**config.mk**
```make
export PLATFORM = sky130hd
export DESIGN_NAME = mac_addr_hash_backoff_pacing
export DESIGN_NICKNAME = d
export VERILOG_FILES = /design/src/include/mahbp_pkg.sv /design/src/core/mahbp_hash_filter.sv /design/src/core/mahbp_backoff.sv /design/src/core/mac_addr_hash_backoff_pacing.sv
export VERILOG_INCLUDE_DIRS = /design/src /design/src/include
export SDC_FILE = /design/constraint.sdc
export NUM_CORES = 1
export LEC_CHECK = 0
export BUFFER_PORTS_ARGS = -buffer_cell sky130_fd_sc_hd__buf_2
export CAP_MARGIN = 20
export CORE_MARGIN = 4
export CORE_UTILIZATION = 56
export CTS_CLUSTER_SIZE = 28
export DETAILED_ROUTE_END_ITERATION = 10
export PLACE_DENSITY = 0.76
export SETUP_SLACK_MARGIN = 0.5
export SYNTH_ARGS = -nofsm -noshare
export SYNTH_HDL_FRONTEND = slang
export SYNTH_SLANG_ARGS = --single-unit
```
**constraint.sdc**
```tcl
create_clock -name ref_clk -period 3.3 [get_ports ref_clk]
set_clock_uncertainty 0.15 [all_clocks]
set_input_delay 0.165 -clock ref_clk [delete_from_list [all_inputs] [get_ports ref_clk]]
set_output_delay 0.165 -clock ref_clk [all_outputs]
set_load 0.02 [all_outputs]
```
**src/include/mahbp_regs.svh**
```systemverilog
// Register offsets, field positions, reset values and timing constants.
`ifndef MAHBP_REGS_SVH
`define MAHBP_REGS_SVH
`define MAHBP_OFS_SRC_LO 3'h0
`define MAHBP_OFS_SRC_HI 3'h1
`define MAHBP_OFS_HASH_LO 3'h2
`define MAHBP_OFS_HASH_HI 3'h3
`define MAHBP_OFS_BOFF 3'h4
`define MAHBP_OFS_PACE 3'h5
`define MAHBP_ZERO32 32'h0000_0000
`define MAHBP_RND_LSB 16
`define MAHBP_COLL_LSB 12
`define MAHBP_PACE_LOAD 5'h1F
`define MAHBP_IPG_NS 9600
`define MAHBP_CLK_NS 100
`define MAHBP_IPG_CYC ((`MAHBP_IPG_NS + `MAHBP_CLK_NS - 1) / `MAHBP_CLK_NS)
`define MAHBP_PACE_MULT 4
`endif

```
**src/include/mahbp_pkg.sv**
```systemverilog
// Types shared by the address, hash, backoff and pacing block.
package mahbp_pkg;
   typedef enum logic [1:0] {
      MAHBP_IDLE = 2'h0,
      MAHBP_READY = 2'h1,
      MAHBP_GAP = 2'h3
   } mahbp_gap_t;
endpackage

```
**src/core/mahbp_hash_filter.sv**
```systemverilog
// Group address hash and acceptance table lookup.
`timescale 1ns/10ps
module mahbp_hash_filter (
   // Received address and table.
   input wire logic [47:0] destinationAddress,
   input wire logic [63:0] hashTable,
   // Result.
   output logic [5:0] hashIndex,
   output logic groupAccept
);
   function automatic logic [5:0] foldHash(input logic [47:0] addr);
      logic [5:0] h;
      h = 6'h00;
      for (int k = 0; k < 8; k++) begin
         h = h ^ addr[k*6 +: 6];
      end
      return h;
   endfunction
   assign hashIndex = foldHash(destinationAddress);
   assign groupAccept = hashTable[hashIndex];
endmodule

```
**src/core/mahbp_backoff.sv**
```systemverilog
// Backoff random generator, collision count and slot backoff counter.
`timescale 1ns/10ps
module mahbp_backoff #(
   parameter int RND_W = 10,
   parameter int COLL_W = 4
) (
   // Clock and reset.
   input wire logic ref_clk,
   input wire logic arst_n,
   // Transmit events.
   input wire logic txCollision,
   input wire logic txFrameDone,
   input wire logic slotTick,
   // Observed values.
   output logic [RND_W-1:0] backoffRandomValue,
   output logic [COLL_W-1:0] frameCollisionCount,
   output logic [RND_W-1:0] backoffSlotCounter
);
   logic [RND_W-1:0] rnd_r;
   logic [COLL_W-1:0] coll_r;
   logic [RND_W-1:0] boff_r;
   logic [COLL_W-1:0] collInc;
   logic [RND_W-1:0] loadMask;
   logic [RND_W-1:0] boff_nxt;
   function automatic logic [RND_W-1:0] expMask(input logic [COLL_W-1:0] n);
      logic [RND_W-1:0] m;
      m = '0;
      for (int k = 0; k < RND_W; k++) begin
         if (k < int'(n)) begin
            m[k] = 1'b1;
         end
      end
      return m;
   endfunction
   assign collInc = (coll_r == '1) ? coll_r : coll_r + 1'b1;
   assign loadMask = expMask(collInc);
   assign boff_nxt = txCollision ? (rnd_r & loadMask) :
      ((slotTick && boff_r != '0) ? boff_r - 1'b1 : boff_r);
   always_ff @(posedge ref_clk or negedge arst_n) begin
      if (!arst_n) begin
         rnd_r <= '0;
         coll_r <= '0;
         boff_r <= '0;
      end else begin
         rnd_r <= rnd_r + 1'b1;
         coll_r <= txCollision ? collInc : (txFrameDone ? '0 : coll_r);
         boff_r <= boff_nxt;
      end
   end
   assign backoffRandomValue = rnd_r;
   assign frameCollisionCount = coll_r;
   assign backoffSlotCounter = boff_r;
endmodule

```
**src/core/mac_addr_hash_backoff_pacing.sv**
```systemverilog
// Station address, group hash filter, backoff status and transmit pacing.
// Summary of operation
// - Low address register holds bytes zero, one.
// - High address register holds bytes two to five.
// - Hash bit i XORs every sixth address bit.
// - Accept group frame when indexed table bit set.
// - Two writable hash registers, values 0-31, 32-63.
// - Free running random counter, zero at reset.
// - Read-only collision count of current frame.
// - Backoff counter loads on collision, decrements per slot.
// - Pacing loads 31 on collision or deferral.
// - Good frame decrements pacing, stopping at zero.
// - Pacing active: four gaps after good frame.
// - After deferred or collided frame: normal gap.
//
// Design decisions made here: the register addresses and the Avalon-MM slave port.
`timescale 1ns/10ps
`include "mahbp_regs.svh"
module mac_addr_hash_backoff_pacing #(
   parameter int IPG_CYC = `MAHBP_IPG_CYC,
   parameter int GAP_W = 16
) (
   // Clock and reset.
   input wire logic ref_clk,
   input wire logic arst_n,
   // Avalon-MM slave.
   input wire logic [2:0] avs_address,
   input wire logic avs_read,
   input wire logic avs_write,
   input wire logic [31:0] avs_writedata,
   input wire logic [3:0] avs_byteenable,
   output logic [31:0] avs_readdata,
   output logic avs_waitrequest,
   // Receive filter.
   input wire logic [47:0] destinationAddress,
   input wire logic rxGroupFrame,
   output logic rxGroupAccept,
   output logic [47:0] stationAddress,
   // Transmit events.
   input wire logic txCollision,
   input wire logic txDeferred,
   input wire logic txGoodDone,
   input wire logic slotTick,
   // Transmit gap control.
   output logic txGapDone,
   output logic pacingActive
);
   // ----------------------------------------
   // Registers
   // ----------------------------------------
   logic [15:0] srcLo_r;
   logic [31:0] srcHi_r;
   logic [31:0] hashLo_r;
   logic [31:0] hashHi_r;
   logic [4:0] pace_r;
   logic [4:0] pace_nxt;
   logic ack_r;
   logic [31:0] rdata_r;
   logic [31:0] rdata_nxt;
   logic lastBad_r;
   mahbp_pkg::mahbp_gap_t gap_r;
   mahbp_pkg::mahbp_gap_t gap_nxt;
   logic [GAP_W-1:0] gapCnt_r;
   logic [GAP_W-1:0] gapCnt_nxt;
   logic [9:0] rndVal;
   logic [3:0] collCnt;
   logic [9:0] boffCnt;
   logic [5:0] hashIdx;
   logic hashHit;
   logic frameEnd;
   logic badFrame;
   logic [GAP_W-1:0] gapLen;
   wire wrSrcLo = avs_write && ack_r && avs_address == `MAHBP_OFS_SRC_LO;
   wire wrSrcHi = avs_write && ack_r && avs_address == `MAHBP_OFS_SRC_HI;
   wire wrHashLo = avs_write && ack_r && avs_address == `MAHBP_OFS_HASH_LO;
   wire wrHashHi = avs_write && ack_r && avs_address == `MAHBP_OFS_HASH_HI;
   function automatic logic [31:0] byteMerge(input logic [31:0] old,
      input logic [31:0] wd, input logic [3:0] be);
      logic [31:0] r;
      r = old;
      for (int b = 0; b < 4; b++) begin
         if (be[b]) begin
            r[b*8 +: 8] = wd[b*8 +: 8];
         end
      end
      return r;
   endfunction
   wire [31:0] srcLoMerge = byteMerge({16'h0000, srcLo_r}, avs_writedata, avs_byteenable);
   // ----------------------------------------
   // Submodules
   // ----------------------------------------
   mahbp_hash_filter uHash (
      .destinationAddress(destinationAddress),
      .hashTable({hashHi_r, hashLo_r}),
      .hashIndex(hashIdx),
      .groupAccept(hashHit)
   );
   mahbp_backoff #(.RND_W(10), .COLL_W(4)) uBoff (
      .ref_clk(ref_clk),
      .arst_n(arst_n),
      .txCollision(txCollision),
      .txFrameDone(txGoodDone | txDeferred),
      .slotTick(slotTick),
      .backoffRandomValue(rndVal),
      .frameCollisionCount(collCnt),
      .backoffSlotCounter(boffCnt)
   );
   // ----------------------------------------
   // Bus decode
   // ----------------------------------------
   assign avs_waitrequest = (avs_read | avs_write) & ~ack_r;
   always_comb begin
      rdata_nxt = `MAHBP_ZERO32;
      case (avs_address)
         `MAHBP_OFS_SRC_LO: rdata_nxt = {16'h0000, srcLo_r};
         `MAHBP_OFS_SRC_HI: rdata_nxt = srcHi_r;
         `MAHBP_OFS_HASH_LO: rdata_nxt = hashLo_r;
         `MAHBP_OFS_HASH_HI: rdata_nxt = hashHi_r;
         `MAHBP_OFS_BOFF: begin
            rdata_nxt[`MAHBP_RND_LSB +: 10] = rndVal;
            rdata_nxt[`MAHBP_COLL_LSB +: 4] = collCnt;
            rdata_nxt[9:0] = boffCnt;
         end
         `MAHBP_OFS_PACE: rdata_nxt = {27'h0000000, pace_r};
         default: rdata_nxt = `MAHBP_ZERO32;
      endcase
   end
   always_ff @(posedge ref_clk or negedge arst_n) begin
      if (!arst_n) begin
         ack_r <= 1'b0;
         rdata_r <= `MAHBP_ZERO32;
      end else begin
         ack_r <= (avs_read | avs_write) & ~ack_r;
         rdata_r <= rdata_nxt;
      end
   end
   assign avs_readdata = rdata_r;
   // ----------------------------------------
   // Address and hash registers
   // ----------------------------------------
   always_ff @(posedge ref_clk or negedge arst_n) begin
      if (!arst_n) begin
         srcLo_r <= 16'h0000;
         srcHi_r <= `MAHBP_ZERO32;
         hashLo_r <= `MAHBP_ZERO32;
         hashHi_r <= `MAHBP_ZERO32;
      end else begin
         if (wrSrcLo) begin
            srcLo_r <= srcLoMerge[15:0];
         end
         if (wrSrcHi) begin
            srcHi_r <= byteMerge(srcHi_r, avs_writedata, avs_byteenable);
         end
         if (wrHashLo) begin
            hashLo_r <= byteMerge(hashLo_r, avs_writedata, avs_byteenable);
         end
         if (wrHashHi) begin
            hashHi_r <= byteMerge(hashHi_r, avs_writedata, avs_byteenable);
         end
      end
   end
   assign stationAddress = {srcHi_r[7:0], srcHi_r[15:8], srcHi_r[23:16],
      srcHi_r[31:24], srcLo_r[7:0], srcLo_r[15:8]};
   assign rxGroupAccept = rxGroupFrame & hashHit;
   // ----------------------------------------
   // Transmit pacing
   // ----------------------------------------
   assign badFrame = txCollision | txDeferred;
   assign frameEnd = txGoodDone | txDeferred;
   assign pace_nxt = badFrame ? `MAHBP_PACE_LOAD :
      ((txGoodDone && pace_r != 5'h00) ? pace_r - 5'h01 : pace_r);
   assign gapLen = (!lastBad_r && pace_r != 5'h00 && !txDeferred) ?
      GAP_W'(IPG_CYC * `MAHBP_PACE_MULT) : GAP_W'(IPG_CYC);
   always_comb begin
      gap_nxt = gap_r;
      gapCnt_nxt = gapCnt_r;
      case (gap_r)
         mahbp_pkg::MAHBP_IDLE: begin
            gap_nxt = mahbp_pkg::MAHBP_READY;
         end
         mahbp_pkg::MAHBP_READY: begin
            if (frameEnd) begin
               gap_nxt = mahbp_pkg::MAHBP_GAP;
               gapCnt_nxt = gapLen - GAP_W'(1);
            end
         end
         mahbp_pkg::MAHBP_GAP: begin
            if (gapCnt_r == '0) begin
               gap_nxt = mahbp_pkg::MAHBP_READY;
            end else begin
               gapCnt_nxt = gapCnt_r - GAP_W'(1);
            end
         end
         default: gap_nxt = mahbp_pkg::MAHBP_IDLE;
      endcase
   end
   always_ff @(posedge ref_clk or negedge arst_n) begin
      if (!arst_n) begin
         pace_r <= 5'h00;
         lastBad_r <= 1'b0;
         gap_r <= mahbp_pkg::MAHBP_IDLE;
         gapCnt_r <= '0;
      end else begin
         pace_r <= pace_nxt;
         if (txCollision) begin
            lastBad_r <= 1'b1;
         end else if (frameEnd) begin
            lastBad_r <= 1'b0;
         end
         gap_r <= gap_nxt;
         gapCnt_r <= gapCnt_nxt;
      end
   end
   assign txGapDone = (gap_r == mahbp_pkg::MAHBP_READY);
   assign pacingActive = (pace_r != 5'h00);
endmodule

```
==> impl_metrics.json <==
{
  "synth_area_leaders": "dfrtp_1, mux2_2, xnor2_1, a22oi_1, nor2_1",
  "grt.overflow.total": 0,
  "grt_pass1_vias": 7416,
  "tightest_slew_ps": 792,
  "drv_cap": 0,
  "maxSlewHeadroom": 0.470,
  "worstPathArrival_ps": 2520,
  "synth.avg_cell_area_um2": 11.8,
  "yosys.area.top_type": "dfrtp_1",
  "yosysUniqueCellTypes": 55,
  "hold_start": "slotTick",
  "fin_nets": 1150,
  "cts_max_level": 4,
  "hold_violations": 0,
  "min_period_over_period": 0.860,
  "vdd_ir_drop_max_uv": 425,
  "cp_data_required_time_ps": 2980,
  "cp-end-kind": "primary output",
  "grt_pass1_wl_um": 40800,
  "syn-cell-area_um2": 9560,
  "critical_path_class": "in2out",
  "ys_ff_latch": 193,
  "fin_hold_ws_ps": 58.7,
  "cp-start-kind": "input port",
  "r2r_start": "gapCnt_r[8]$_DFFE_PN0P_",
  "synthFlopType": "dfrtp_1",
  "setup-tns-final_ps": 0,
  "antenna_found_initial": 0,
  "drc": 0,
  "max_freq_mhz": 352,
  "status": "finished, final reports clean",
  "holdPathEnd": "uBoff.backoffSlotCounter[9]$_DFFE_PN0P_",
  "leakage_nw": 5.65,
  "rows": 47,
  "gp_congestion": 0.858,
  "synth.most_common_cell": "dfrtp_1",
  "r2r-end": "gapCnt_r[2]$_DFFE_PN0P_",
  "worstSkewPairLatency_ps": 430,
  "antenna_left": 0,
  "holdPathStages": 3,
  "r2r_cells": 7,
  "path_clk_slew_ps": 60,
  "cts_tree": "yes",
  "grt_use_total": 0.268,
  "synthArstFlopShare": 1.00,
  "power-per-cell-area_nw_per_um2": 630,
  "routedWlPerCell_um": 20.1,
  "synth_edf_count": 0,
  "io_buffers": 179,
  "drive_gt1_frac": 0.388,
  "firstDrtPassIters": 5,
  "min_period_ps": 2840,
  "n_antenna_cell": 0,
  "via_count": 7506,
  "via_per_inst": 5.85,
  "dieHeight_um": 139,
  "coreArea_um2": 16600,
  "routed_wl_um": 25800,
  "setup_viol": 0,
  "clkSinkCount": 193,
  "dp_hpwl_um": 18200,
  "initialDrtViolationCount": 577,
  "cts-root-buf": "clkbuf_16",
  "ys_seq_area_frac": 0.505,
  "cts_made_buffers": 17,
  "syn_inst": 811,
  "holdCritPathClass": "in2reg",
  "grt_max_degree": 98,
  "crit_fanout": 7,
  "ys_warn_count": 0,
  "die_x_um": 139,
  "rsz0062_at_grt": "yes",
  "synthToLayoutAreaGrowth_pct": 25.0,
  "start_util": 0.574,
  "die_area_um2": 19200,
  "yosysTopAreaCellShare": 0.505,
  "synth.net_count": 912,
  "rrSetupSlack_ps": 580,
  "ios": 180,
  "clock_tree.buffer_depth": 2,
  "finalMaxSlewViolations": 0,
  "yosys-top-cells-count": "dfrtp_1, mux2_2, nor2_1"
}
## worst max-delay path, cell delays in order
cell	delay, ps
buf_2	110
xnor2_2	150
xnor2_2	290
xnor2_4	160
buf_12	140
mux4_1	540
mux2_2	300
a22oi_1	160
o21ai_1	100
o211a_1	230
buf_4	160
## what timing repair did
action,in CTS,in global routing
endpoints found under the setup margin,11,16
resized for setup,7,14
pin swaps,2,9
hold endpoints to repair,221,0
hold buffers,38,0
setup buffers,5,6
## stage by stage
| stage | worst slack [ps] | cell area [um^2] | util | instances | total power [W] |
|---|---|---|---|---|---|
| after floorplan | 533 | 9560 | - | 811 | 0.00464 |
| after global placement | 203 | 10800 | 0.647 | 1201 | 0.00530 |
| after detailed placement | 173 | 10800 | 0.647 | 1201 | 0.00535 |
| after CTS | 434 | 11800 | 0.710 | 1276 | 0.00744 |
| after global routing | 363 | 11900 | 0.718 | 1282 | 0.00790 |
| final | 462 | 11900 | 0.718 | 1282 | 0.00752 |
## registers in the layout, summed over array words and instances (netlist names), 10 cells and up
register	flops
avs_readdata	32
gapCnt_r	16
hashHi_r	32
hashLo_r	32
srcHi_r	32
srcLo_r	16
uBoff.backoffRandomValue	10
uBoff.backoffSlotCounter	10
## worst max path at each step
stage | from | to | slack, ps | cells after the start
3_3_place_gp | destinationAddress[38] | rxGroupAccept | 200 | 10
4_1_cts | destinationAddress[14] | rxGroupAccept | 430 | 11
2_1_floorplan | gapCnt_r[8]$_DFFE_PN0P_ | gapCnt_r[9]$_DFFE_PN0P_ | 530 | 10
6_report | destinationAddress[26] | rxGroupAccept | 460 | 11
5_1_grt | destinationAddress[26] | rxGroupAccept | 360 | 11
3_5_place_dp | destinationAddress[38] | rxGroupAccept | 170 | 10
## area by class of cell
type | count | area, um^2
Timing Repair Buffer | 252 | 1580
Fill cell | 1199 | 4700
Tap cell | 220 | 275
Sequential cell | 193 | 4830
Inverter | 15 | 56.3
Multi-Input combinational cell | 570 | 4650
Clock inverter | 13 | 113
Clock buffer | 19 | 443
## report_power, final
part           leakage, nW  switching (W)  internal [W]
registers             2.47       0.000411       0.00280
clock network        0.269       0.000910       0.00106
logic                 2.90        0.00117       0.00117
## kinds of logic after synthesis
logic type      synth area share
compound gates            0.0951
xor+xnor                  0.0613
fa+ha+maj                0.00655
buf+inv                   0.0213
flops                      0.505
mux                        0.215
simple gates              0.0952
## cell usage in the layout (no fill, tap or decap), types with 7 or more instances in the layout
cell type / count
or3_1: 10
o21ai_0: 23
nand3_1: 17
inv_1: 15
clkbuf_16: 17
nor3_1: 7
dfrtp_1: 193
buf_2: 177
xor2_1: 7
buf_4: 34
a21oi_1: 31
mux4_2: 11
nand2_1: 50
o22ai_1: 13
a22oi_1: 39
nor2b_1: 11
mux2_2: 132
xnor2_1: 49
dlygate4sd3_1: 38
xnor2_2: 8
mux2i_1: 19
nor2_1: 67
## layer usage
metal  routed length (um)  vias to the layer above  global-route usage
li1                     -                     3421                   -
met3                 1520                       54              0.0586
met5                    0                        -                   0
met2                13000                      275               0.449
met1                10600                     3756               0.351
met4                  604                        0              0.0870
Power figures use the tool's default switching activity.
